`src/logic/mfq_pkg.sv`:
```
// Purpose: Constants and carrier types for the MAC FIFO status and receive descriptor queue block.
// Assumes: AHB-Lite register access with 32-bit data, one aligned word per register.
// Notes: Field positions, offsets and the accelerator, receive enable and mask reset values are named here; thresholds and status reset to zero in mfq_regs.
package mfq_pkg;

	localparam int DATA_W = 32;

	// Register byte addresses.
	localparam logic [31:0] OFF_RX_FIFO  = 32'h400f0200;
	localparam logic [31:0] OFF_TX_FIFO  = 32'h400f0204;
	localparam logic [31:0] OFF_ACCEL    = 32'h400f0208;
	localparam logic [31:0] OFF_RX_ENA   = 32'h400f0220;
	localparam logic [31:0] OFF_RX_THR0  = 32'h400f0240;
	localparam logic [31:0] OFF_RX_THR1  = 32'h400f0244;
	localparam logic [31:0] OFF_TX_THR   = 32'h400f0248;
	localparam logic [31:0] OFF_IRQ_STAT = 32'h400f024c;
	localparam logic [31:0] OFF_IRQ_MASK = 32'h400f0250;
	localparam logic [31:0] OFF_BUFQ     = 32'h400f1100;

	// Receive FIFO status layout.
	localparam int RXF_FULL_BIT = 31;
	localparam int RXF_EMP_BIT  = 30;
	localparam int RXF_REQ_BIT  = 29;
	localparam int RXF_CNT_LSB  = 17;
	localparam int RX_CNT_W     = 12;

	// Transmit FIFO status layout.
	localparam int TXF_FULL_BIT = 31;
	localparam int TXF_EMP_BIT  = 30;
	localparam int TXF_FRM_LSB  = 24;
	localparam int TX_FRM_W     = 3;

	// Accelerator control and receive enable layout.
	localparam int ACC_RXCK_OFF_BIT = 2;
	localparam int ACC_TX_EN_BIT    = 1;
	localparam int ACC_RX_EN_BIT    = 0;
	localparam int ENA_BIT          = 0;

	// Descriptor read layout.
	localparam int BQ_QUEUE_NOT_EMPTY_BIT = 31;
	localparam int BQ_VALID_BIT = 28;
	localparam int BQ_WORD_LSB  = 16;
	localparam int BQ_ADDR_LSB  = 0;
	localparam int BQ_WORD_W    = 12;
	localparam int BQ_ADDR_W    = 16;
	localparam int QUEUE_DEPTH  = 64;

	// Threshold register layout.
	localparam int THR_LO_LSB     = 0;
	localparam int THR_HI_LSB     = 16;
	localparam int TX_FULL_THR_W  = 2;
	localparam int TX_EMP_THR_W   = 3;
	localparam int TX_FULL_THR_LSB = 0;
	localparam int TX_EMP_THR_LSB  = 4;

	// Interrupt status and mask layout.
	localparam int IRQ_PUSH  = 0;
	localparam int IRQ_OVF   = 1;
	localparam int IRQ_RXREQ = 2;
	localparam int IRQ_TXEMP = 3;
	localparam int IRQ_W     = 4;

	// Reset values.
	localparam logic             RST_RXCK_OFF = 1'b0;
	localparam logic             RST_TX_EN    = 1'b0;
	localparam logic             RST_RX_EN    = 1'b0;
	localparam logic             RST_RX_ENA   = 1'b1;
	localparam logic [IRQ_W-1:0] RST_MASK     = 4'h0;

	// Bus encodings.
	localparam logic       HRESP_OKAY  = 1'b0;
	localparam int         HTRANS_BIT  = 1;

	typedef struct packed {
		logic                 valid;
		logic [BQ_WORD_W-1:0] words;
		logic [BQ_ADDR_W-1:0] addr;
	} mfq_desc_t;

	typedef struct packed {
		logic rx_checksum_off;
		logic tx_accel_enable;
		logic rx_accel_enable;
	} mfq_accel_t;

	typedef struct packed {
		logic [RX_CNT_W-1:0] full;
		logic [RX_CNT_W-1:0] empty;
		logic [RX_CNT_W-1:0] request;
	} mfq_rx_thr_t;

	typedef struct packed {
		logic [TX_FULL_THR_W-1:0] full;
		logic [TX_EMP_THR_W-1:0]  empty;
	} mfq_tx_thr_t;

endpackage

```
`src/logic/mfq_regs.sv`:
```
// Purpose: MAC FIFO status, accelerator control, receive enable and receive descriptor queue registers.
// Assumes: One clock; FIFO levels and descriptor pushes arrive synchronous to clock_in; zero-wait AHB-Lite slave.
// Notes: Queue depth must be a power of two so the pointers wrap on their own.
//
// The implementer's own choice: register access over AHB-Lite.
`timescale 1ns/100ps
module mfq_regs #(
	parameter int RX_DEPTH = 2048,
	parameter int TX_DEPTH = 2048,
	parameter int TX_CNT_W = 12,
	parameter int Q_DEPTH  = mfq_pkg::QUEUE_DEPTH
) (
	input  wire logic                                clock_in,
	input  wire logic                                resetn_in,
	input  wire logic                                hsel_in,
	input  wire logic [31:0]                         haddr_in,
	input  wire logic [1:0]                          htrans_in,
	input  wire logic                                hwrite_in,
	input  wire logic [2:0]                          hsize_in,
	input  wire logic [31:0]                         hwdata_in,
	input  wire logic                                hready_in,
	output logic                                     hreadyout_out,
	output logic                                     hresp_out,
	output logic [31:0]                              hrdata_out,
	input  wire logic [mfq_pkg::RX_CNT_W-1:0]        rx_fifo_words_in,
	input  wire logic [TX_CNT_W-1:0]                 tx_fifo_words_in,
	input  wire logic [mfq_pkg::TX_FRM_W-1:0]        tx_result_frame_count_in,
	input  wire logic                                desc_push_in,
	input  wire mfq_pkg::mfq_desc_t                  desc_in,
	output logic                                     rx_nearly_full_flag_out,
	output logic                                     rx_nearly_empty_flag_out,
	output logic                                     rx_request_flag_out,
	output logic                                     tx_nearly_full_flag_out,
	output logic                                     tx_nearly_empty_flag_out,
	output mfq_pkg::mfq_accel_t                      accel_out,
	output logic                                     rx_mac_enable_out,
	output logic                                     queue_full_out,
	output logic                                     rx_dma_done_irq_out,
	output logic                                     irq_out
);

	localparam int QA_W = $clog2(Q_DEPTH);
	localparam logic [mfq_pkg::RX_CNT_W:0] RX_DEPTH_V = (mfq_pkg::RX_CNT_W+1)'(RX_DEPTH);
	localparam logic [TX_CNT_W:0]          TX_DEPTH_V = (TX_CNT_W+1)'(TX_DEPTH);
	localparam logic [QA_W:0]              Q_DEPTH_V  = (QA_W+1)'(Q_DEPTH);

	// Bus phase state.
	logic                       wr_pend_q, wr_pend_d;
	logic [31:0]                wr_addr_q, wr_addr_d;
	logic [31:0]                hrdata_q, hrdata_d;

	// Software state.
	mfq_pkg::mfq_accel_t        accel_q, accel_d;
	logic                       ena_q, ena_d;
	mfq_pkg::mfq_rx_thr_t       rx_thr_q, rx_thr_d;
	mfq_pkg::mfq_tx_thr_t       tx_thr_q, tx_thr_d;
	logic [mfq_pkg::IRQ_W-1:0]  mask_q, mask_d;
	logic [mfq_pkg::IRQ_W-1:0]  stat_q, stat_d;
	logic [mfq_pkg::IRQ_W-1:0]  ev;
	logic                       stat_clr;

	// Queue state.
	mfq_pkg::mfq_desc_t         qmem [Q_DEPTH];
	logic [QA_W-1:0]            wptr_q, wptr_d, rptr_q, rptr_d;
	logic [QA_W:0]              cnt_q, cnt_d;
	logic                       push_ok, pop;

	// Live flags and their registered copies.
	logic [mfq_pkg::RX_CNT_W:0] rx_free;
	logic [TX_CNT_W:0]          tx_free;
	logic                       rx_full_f, rx_emp_f, rx_req_f, tx_full_f, tx_emp_f;
	logic                       rx_full_q, rx_emp_q, rx_req_q, tx_full_q, tx_emp_q;
	logic                       irq_d, irq_q, done_d, done_q, qfull_d, qfull_q;
	logic                       armed_q, armed_d;

	logic                       acc_sel, rd;

	// Threshold flags follow the live occupancy on every cycle.
	always_comb begin
		rx_free   = RX_DEPTH_V - {1'b0, rx_fifo_words_in};
		tx_free   = TX_DEPTH_V - {1'b0, tx_fifo_words_in};
		rx_full_f = rx_free <= {1'b0, rx_thr_q.full};
		rx_emp_f  = rx_fifo_words_in <= rx_thr_q.empty;
		rx_req_f  = rx_fifo_words_in > rx_thr_q.request;
		tx_full_f = tx_free < (TX_CNT_W+1)'(tx_thr_q.full);
		tx_emp_f  = tx_fifo_words_in <= TX_CNT_W'(tx_thr_q.empty);
	end

	// Address phase decode and queue movement.
	always_comb begin
		acc_sel = hsel_in & htrans_in[mfq_pkg::HTRANS_BIT] & hready_in;
		rd      = acc_sel & ~hwrite_in;
		pop     = rd && (haddr_in == mfq_pkg::OFF_BUFQ) && (cnt_q != '0);
		push_ok = desc_push_in && ((cnt_q != Q_DEPTH_V) || pop);
		wptr_d  = push_ok ? wptr_q + 1'b1 : wptr_q;
		rptr_d  = pop ? rptr_q + 1'b1 : rptr_q;
		cnt_d   = cnt_q + (QA_W+1)'(push_ok) - (QA_W+1)'(pop);
		stat_clr = rd && (haddr_in == mfq_pkg::OFF_IRQ_STAT);
		ev[mfq_pkg::IRQ_PUSH]  = push_ok;
		ev[mfq_pkg::IRQ_OVF]   = desc_push_in & ~push_ok;
		// Flag history is trusted from the second edge after reset only, so no false rise follows reset.
		armed_d = 1'b1;
		ev[mfq_pkg::IRQ_RXREQ] = rx_req_f & ~rx_req_q & armed_q;
		ev[mfq_pkg::IRQ_TXEMP] = tx_emp_f & ~tx_emp_q & armed_q;
	end

	// Sticky status: a new event wins over the read that clears it.
	for (genvar i = 0; i < mfq_pkg::IRQ_W; i++) begin : g_stat
		assign stat_d[i] = ev[i] | (stat_q[i] & ~stat_clr);
	end

	// Writes land in the data phase; reads see the value about to be stored.
	always_comb begin
		wr_pend_d = acc_sel & hwrite_in;
		wr_addr_d = haddr_in;
		accel_d   = accel_q;
		ena_d     = ena_q;
		rx_thr_d  = rx_thr_q;
		tx_thr_d  = tx_thr_q;
		mask_d    = mask_q;
		if (wr_pend_q) begin
			case (wr_addr_q)
				mfq_pkg::OFF_ACCEL: begin
					accel_d.rx_checksum_off = hwdata_in[mfq_pkg::ACC_RXCK_OFF_BIT];
					accel_d.tx_accel_enable = hwdata_in[mfq_pkg::ACC_TX_EN_BIT];
					accel_d.rx_accel_enable = hwdata_in[mfq_pkg::ACC_RX_EN_BIT];
				end
				mfq_pkg::OFF_RX_ENA: begin
					ena_d = hwdata_in[mfq_pkg::ENA_BIT];
				end
				mfq_pkg::OFF_RX_THR0: begin
					rx_thr_d.full  = hwdata_in[mfq_pkg::THR_LO_LSB +: mfq_pkg::RX_CNT_W];
					rx_thr_d.empty = hwdata_in[mfq_pkg::THR_HI_LSB +: mfq_pkg::RX_CNT_W];
				end
				mfq_pkg::OFF_RX_THR1: begin
					rx_thr_d.request = hwdata_in[mfq_pkg::THR_LO_LSB +: mfq_pkg::RX_CNT_W];
				end
				mfq_pkg::OFF_TX_THR: begin
					tx_thr_d.full  = hwdata_in[mfq_pkg::TX_FULL_THR_LSB +: mfq_pkg::TX_FULL_THR_W];
					tx_thr_d.empty = hwdata_in[mfq_pkg::TX_EMP_THR_LSB +: mfq_pkg::TX_EMP_THR_W];
				end
				mfq_pkg::OFF_IRQ_MASK: begin
					mask_d = hwdata_in[mfq_pkg::IRQ_W-1:0];
				end
				default: begin
				end
			endcase
		end
	end

	// Read data is formed in the address phase and stands in the data phase.
	always_comb begin
		hrdata_d = '0;
		if (rd) begin
			case (haddr_in)
				mfq_pkg::OFF_RX_FIFO: begin
					hrdata_d[mfq_pkg::RXF_FULL_BIT] = rx_full_f;
					hrdata_d[mfq_pkg::RXF_EMP_BIT]  = rx_emp_f;
					hrdata_d[mfq_pkg::RXF_REQ_BIT]  = rx_req_f;
					hrdata_d[mfq_pkg::RXF_CNT_LSB +: mfq_pkg::RX_CNT_W] = rx_fifo_words_in;
				end
				mfq_pkg::OFF_TX_FIFO: begin
					hrdata_d[mfq_pkg::TXF_FULL_BIT] = tx_full_f;
					hrdata_d[mfq_pkg::TXF_EMP_BIT]  = tx_emp_f;
					hrdata_d[mfq_pkg::TXF_FRM_LSB +: mfq_pkg::TX_FRM_W] = tx_result_frame_count_in;
				end
				mfq_pkg::OFF_ACCEL: begin
					hrdata_d[mfq_pkg::ACC_RXCK_OFF_BIT] = accel_d.rx_checksum_off;
					hrdata_d[mfq_pkg::ACC_TX_EN_BIT]    = accel_d.tx_accel_enable;
					hrdata_d[mfq_pkg::ACC_RX_EN_BIT]    = accel_d.rx_accel_enable;
				end
				mfq_pkg::OFF_RX_ENA: begin
					hrdata_d[mfq_pkg::ENA_BIT] = ena_d;
				end
				mfq_pkg::OFF_RX_THR0: begin
					hrdata_d[mfq_pkg::THR_LO_LSB +: mfq_pkg::RX_CNT_W] = rx_thr_d.full;
					hrdata_d[mfq_pkg::THR_HI_LSB +: mfq_pkg::RX_CNT_W] = rx_thr_d.empty;
				end
				mfq_pkg::OFF_RX_THR1: begin
					hrdata_d[mfq_pkg::THR_LO_LSB +: mfq_pkg::RX_CNT_W] = rx_thr_d.request;
				end
				mfq_pkg::OFF_TX_THR: begin
					hrdata_d[mfq_pkg::TX_FULL_THR_LSB +: mfq_pkg::TX_FULL_THR_W] = tx_thr_d.full;
					hrdata_d[mfq_pkg::TX_EMP_THR_LSB +: mfq_pkg::TX_EMP_THR_W]   = tx_thr_d.empty;
				end
				mfq_pkg::OFF_IRQ_STAT: begin
					hrdata_d[mfq_pkg::IRQ_W-1:0] = stat_q;
				end
				mfq_pkg::OFF_IRQ_MASK: begin
					hrdata_d[mfq_pkg::IRQ_W-1:0] = mask_d;
				end
				mfq_pkg::OFF_BUFQ: begin
					if (cnt_q != '0) begin
						hrdata_d[mfq_pkg::BQ_QUEUE_NOT_EMPTY_BIT] = 1'b1;
						hrdata_d[mfq_pkg::BQ_VALID_BIT] = qmem[rptr_q].valid;
						hrdata_d[mfq_pkg::BQ_WORD_LSB +: mfq_pkg::BQ_WORD_W] = qmem[rptr_q].words;
						hrdata_d[mfq_pkg::BQ_ADDR_LSB +: mfq_pkg::BQ_ADDR_W] = qmem[rptr_q].addr;
					end
				end
				default: begin
				end
			endcase
		end
	end

	// Outputs driven from flip-flops.
	always_comb begin
		done_d  = cnt_d != '0;
		qfull_d = cnt_d == Q_DEPTH_V;
		irq_d   = |(stat_d & mask_d);
	end

	always_ff @(posedge clock_in or negedge resetn_in) begin
		if (!resetn_in) begin
			wr_pend_q <= 1'b0;
			wr_addr_q <= '0;
			hrdata_q  <= '0;
			accel_q   <= '{rx_checksum_off: mfq_pkg::RST_RXCK_OFF, tx_accel_enable: mfq_pkg::RST_TX_EN,
			               rx_accel_enable: mfq_pkg::RST_RX_EN};
			ena_q     <= mfq_pkg::RST_RX_ENA;
			rx_thr_q  <= '0;
			tx_thr_q  <= '0;
			mask_q    <= mfq_pkg::RST_MASK;
			stat_q    <= '0;
			wptr_q    <= '0;
			rptr_q    <= '0;
			cnt_q     <= '0;
			rx_full_q <= 1'b0;
			rx_emp_q  <= 1'b0;
			rx_req_q  <= 1'b0;
			tx_full_q <= 1'b0;
			tx_emp_q  <= 1'b0;
			irq_q     <= 1'b0;
			done_q    <= 1'b0;
			qfull_q   <= 1'b0;
			armed_q   <= 1'b0;
		end else begin
			wr_pend_q <= wr_pend_d;
			wr_addr_q <= wr_addr_d;
			hrdata_q  <= hrdata_d;
			accel_q   <= accel_d;
			ena_q     <= ena_d;
			rx_thr_q  <= rx_thr_d;
			tx_thr_q  <= tx_thr_d;
			mask_q    <= mask_d;
			stat_q    <= stat_d;
			wptr_q    <= wptr_d;
			rptr_q    <= rptr_d;
			cnt_q     <= cnt_d;
			rx_full_q <= rx_full_f;
			rx_emp_q  <= rx_emp_f;
			rx_req_q  <= rx_req_f;
			tx_full_q <= tx_full_f;
			tx_emp_q  <= tx_emp_f;
			irq_q     <= irq_d;
			done_q    <= done_d;
			qfull_q   <= qfull_d;
			armed_q   <= armed_d;
		end
	end

	// Descriptor storage has no reset; entries are only read once written.
	always_ff @(posedge clock_in) begin
		if (push_ok) begin
			qmem[wptr_q] <= desc_in;
		end
	end

	assign hreadyout_out            = 1'b1;
	assign hresp_out                = mfq_pkg::HRESP_OKAY;
	assign hrdata_out               = hrdata_q;
	assign rx_nearly_full_flag_out  = rx_full_q;
	assign rx_nearly_empty_flag_out = rx_emp_q;
	assign rx_request_flag_out      = rx_req_q;
	assign tx_nearly_full_flag_out  = tx_full_q;
	assign tx_nearly_empty_flag_out = tx_emp_q;
	assign accel_out                = accel_q;
	assign rx_mac_enable_out        = ena_q;
	assign queue_full_out           = qfull_q;
	assign rx_dma_done_irq_out      = done_q;
	assign irq_out                  = irq_q;

	logic rd_rxf_q, rd_txf_q, rd_bq_q;
	always_ff @(posedge clock_in or negedge resetn_in) begin
		if (!resetn_in) begin
			rd_rxf_q <= 1'b0;
			rd_txf_q <= 1'b0;
			rd_bq_q  <= 1'b0;
		end else begin
			rd_rxf_q <= rd && (haddr_in == mfq_pkg::OFF_RX_FIFO);
			rd_txf_q <= rd && (haddr_in == mfq_pkg::OFF_TX_FIFO);
			rd_bq_q  <= rd && (haddr_in == mfq_pkg::OFF_BUFQ);
		end
	end
endmodule // mfq_regs

```
`config.mk`:
```
export PLATFORM = sky130hd
export DESIGN_NAME = mfq_regs
export DESIGN_NICKNAME = d
export VERILOG_FILES = /design/src/logic/mfq_pkg.sv /design/src/logic/mfq_regs.sv
export SDC_FILE = /design/constraint.sdc
export NUM_CORES = 2
export LEC_CHECK = 0
export BUFFER_PORTS_ARGS = -buffer_cell sky130_fd_sc_hd__buf_2
export CORE_UTILIZATION = 62
export DETAILED_ROUTE_END_ITERATION = 8
export PLACE_DENSITY = 0.77
export SLEW_MARGIN = 25
export SYNTH_ARGS = -nofsm -noshare
export SYNTH_HDL_FRONTEND = slang
export SYNTH_SLANG_ARGS = --single-unit
```
`constraint.sdc`:
```
create_clock -name clock_in -period 4.9 [get_ports clock_in]
set_input_delay 0.49 -clock clock_in [delete_from_list [all_inputs] [get_ports clock_in]]
set_output_delay 0.49 -clock clock_in [all_outputs]
set_load 0.005 [all_outputs]
```
==> summary.md <==
| Metric | Value |
|---|---|
| EDFF count, synth | `1856` |
| Number of clock buffers inserted by TritonCTS | `189` |
| Type of the worst setup path | `in2reg` |
| Antenna viol nets, final | `0` |
| Clock power share | `40.5%` |
| Post-layout minimum cycle time | `4.469 ns` |
| Largest net degree at the start of global routing | `72` |
| Hold buffers post-CTS | `58` |
| Core ar. | `0.1244 sq mm` |
| Max Clk Rate | `223.8 MHz` |
| Final #Nets | `4122` |
| Filler Cell Count | `6839` |
| RSZ-0062 raised after global routing | `false` |
| Die X | `357.1 microns` |
| Post-CTS setup buffers | `0` |
| Reg area | `0.05941 sq mm` |
| HP Class | `in2reg` |
| Multi-input gate area | `0.01825 sq mm` |
| Synth Register Bits | `2002` |
| Congestion Overflow GR | `0` |
| Synthesis warning total | `0` |
| Initial antenna violation count | `9` |
| Clk_skew | `0.02483 ns` |
| Post-cts sizing count | `0` |
| Vias | `39620` |
| Largest buffer count on any clock path | `3` |
| Worst VDD drop | `416.5 uV` |
| Worst EP arrival | `4.96 ns` |
| Sequential Power Share | `54.1%` |
| Number of global-route vias before repair | `40560` |
| Worst hold slack | `0.08194 ns` |
| Chip Height | `357.1 microns` |
| Area Growth Syn to Fin | `14.26%` |
| Combinational share of power | `5.5%` |
| Boundary Pins | `177` |
| Routed WL | `193800 microns` |
| Synth top cells by count | `edfxtp_1 (1856), mux4_2 (549), dfrtp_1 (145), nor2_1 (109), inv_1 (70)` |
| GR Util All Layers | `31.03%` |
| Max-Slew Margin vs Limit | `26.93%` |
| Maximum fanout along the worst path | `20` |
| Static leakage | `0.02836 uW` |
| CTS tree | `done` |
| Drt first pass iters | `8` |
| Net Switching | `7886 uW` |
| Final Cycle Share | `91.20%` |
| Detailed Route Iter0 Violations | `5469` |
| Top post-synthesis cells by area | `edfxtp_1 (71%), mux4_2 (16%), dfrtp_1 (4.6%)` |
| Drc violations | `0` |
| Initial Util | `62.82%` |
| Number of core rows | `129` |
| Status | `completed` |
| Via density | `6.902` |
| Routability cong. | `0.8991` |
| Setup_tns | `0 ns` |
| Post-synth top area share | `71.29%` |
| Wire length per cell | `33.76 microns` |
| Layout cells sized above 1 | `31.18%` |
| Clk_lat worst skew | `0.82 ns` |
| IO Port Bufs | `162` |
| Sequential area share after synthesis | `75.96%` |
| Htree depth | `4` |
| Clock sinks | `2002` |
| Worst slew pin tran | `1.093 ns` |
| Fin. Hold Viols | `0` |
| Average size of a mapped cell | `22.07 sq um` |
| Clk slew on worst S/H paths | `0.06 ns` |
| Largest area contributor in the netlist | `edfxtp_1` |
| P_int | `28210 uW` |
| HPWL after DPL | `110400 microns` |
| Synthesized instance count | `3542` |
| CP Launch Type | `primary input` |
| Slew Limit Fails | `0` |
| First-pass GRT wire length | `279300 microns` |
| Pwr dens | `404.1 mW/mm^2` |
| Die ar. | `0.1275 sq mm` |
| Cell Area, Synth | `0.07818 sq mm` |
| Critical Path RT | `5.39 ns` |
| Final Setup Violations | `0` |
| Top-count cell post-synth | `edfxtp_1` |
| Setup crit end kind | `flop` |
| Ys async rst share | `7.293%` |
| CTS root buf | `clkbuf_16` |
| Post-synth cell types | `81` |
| Main synth FF type | `edfxtp_1` |
| Switch share | `21.85%` |
| Maxcap violations | `0` |
==> cells in the final DEF (no fill, tap or decap), types with 45 or more instances in the layout <==
| cell | count |
|---|---|
| a21oi_1 | 46 |
| nand2_1 | 62 |
| dlygate4sd3_1 | 58 |
| buf_4 | 125 |
| nor2_4 | 64 |
| inv_1 | 70 |
| buf_2 | 145 |
| buf_12 | 45 |
| edfxtp_1 | 1856 |
| clkbuf_16 | 193 |
| mux2_2 | 50 |
| a22oi_1 | 50 |
| o21ai_0 | 45 |
| clkbuf_1 | 45 |
| mux4_2 | 549 |
| dfrtp_1 | 139 |
| mux2i_1 | 54 |
| ha_1 | 52 |
==> critical path, stage by stage <==
cell           delay [ns]
dlygate4sd3_1        0.53
buf_2                0.14
nor4_1               0.71
nand4_1              0.36
nor4_2               0.63
buf_4                0.49
o21ai_0              0.20
nor2_1               0.27
nand3_1              0.11
buf_4                0.25
nor2_4               0.48
buf_12               0.25
==> flip-flops by register name, indices dropped and copies added (netlist names) <==
register and count:
accel_out 3, armed_q 1, cnt_q 7, hrdata_out 32, irq_out 1, mask_q 4
qmem 1856, queue_full_out 1, rptr_q 6, rx_dma_done_irq_out 1, rx_mac_enable_out 1, rx_nearly_empty_flag_out 1
rx_nearly_full_flag_out 1, rx_request_flag_out 1, rx_thr_q 36, stat_q 4, tx_nearly_empty_flag_out 1, tx_nearly_full_flag_out 1
tx_thr_q 5, wptr_q 6, wr_addr_q 32, wr_pend_q 1
==> kinds of logic after synthesis <==
kind of cell | count (synthesis) | synth area share, %
xor+xnor | 26 | 0.2913
fa+ha+maj | 53 | 0.8578
buf+inv | 241 | 1.328
simple gates | 327 | 2.205
other cells | 2 | 0.009606
mux | 654 | 17.25
compound gates | 237 | 2.100
flops | 2002 | 75.96
==> routing by layer <==
layer  track usage (%)  share of wire [%]  up-vias
met5                 0                  0        -
met4             10.41                3.3        0
met3             7.582                 11      417
met2             49.94                 49     2649
met1             42.34                 37    20860
li1                  -                  -    15690
==> layout make-up <==
cell class                 instances  share of cell area, %
clock inverter                   105                  1.175
antenna                            4                0.01120
multi-input combinational       1300                  20.43
sequential                      2002                  66.50
inverter                          70                 0.2941
clock buffer                     247                  5.734
tap                             1637                  2.293
timing repair buffer             375                  3.565
==> final timing paths <==
| check | slack [ns] | from | cells past startpoint | endpoint |
|---|---|---|---|---|
| min in group asynchronous | 0.29 | resetn_in | 2 | hrdata_out[13] |
| min reg2reg | 0.52 | mask_q[1] | 2 | mask_q[1] |
| max reg2reg | 0.90 | rptr_q[0] | 7 | hrdata_out[1] |
| max | 0.43 | haddr_in[7] | 12 | qmem[3][15] |
| min | 0.08 | tx_result_frame_count_in[1] | 3 | hrdata_out[25] |
| max in group asynchronous | 3.43 | resetn_in | 3 | rptr_q[2] |
==> power groups by stage <==
stage	combinational [uW]	sequential (uW)	clock [uW]
final	1970	19500	14600
after global routing	2080	19500	15300
after CTS	1950	19500	14700
after detailed placement	1880	19800	0
after global placement	1810	19800	0
after floorplan	889	19800	0
==> through the flow <==
stage               setup slack, ns  util, %  cells  instance area [sq um]  total power (uW)
global route                 0.2486    71.78   5737                  89330             36970
detailed placement           0.4972    66.33   5326                  82540             21720
CTS                          0.6855    71.75   5736                  89290             36190
finish                       0.4312    71.79   5740                  89330             36100
global placement             0.4979    66.25   5322                  82440             21610
floorplan                    0.9963        -   3543                  78190             20650
No activity file was read; power rests on OpenSTA's default activity.
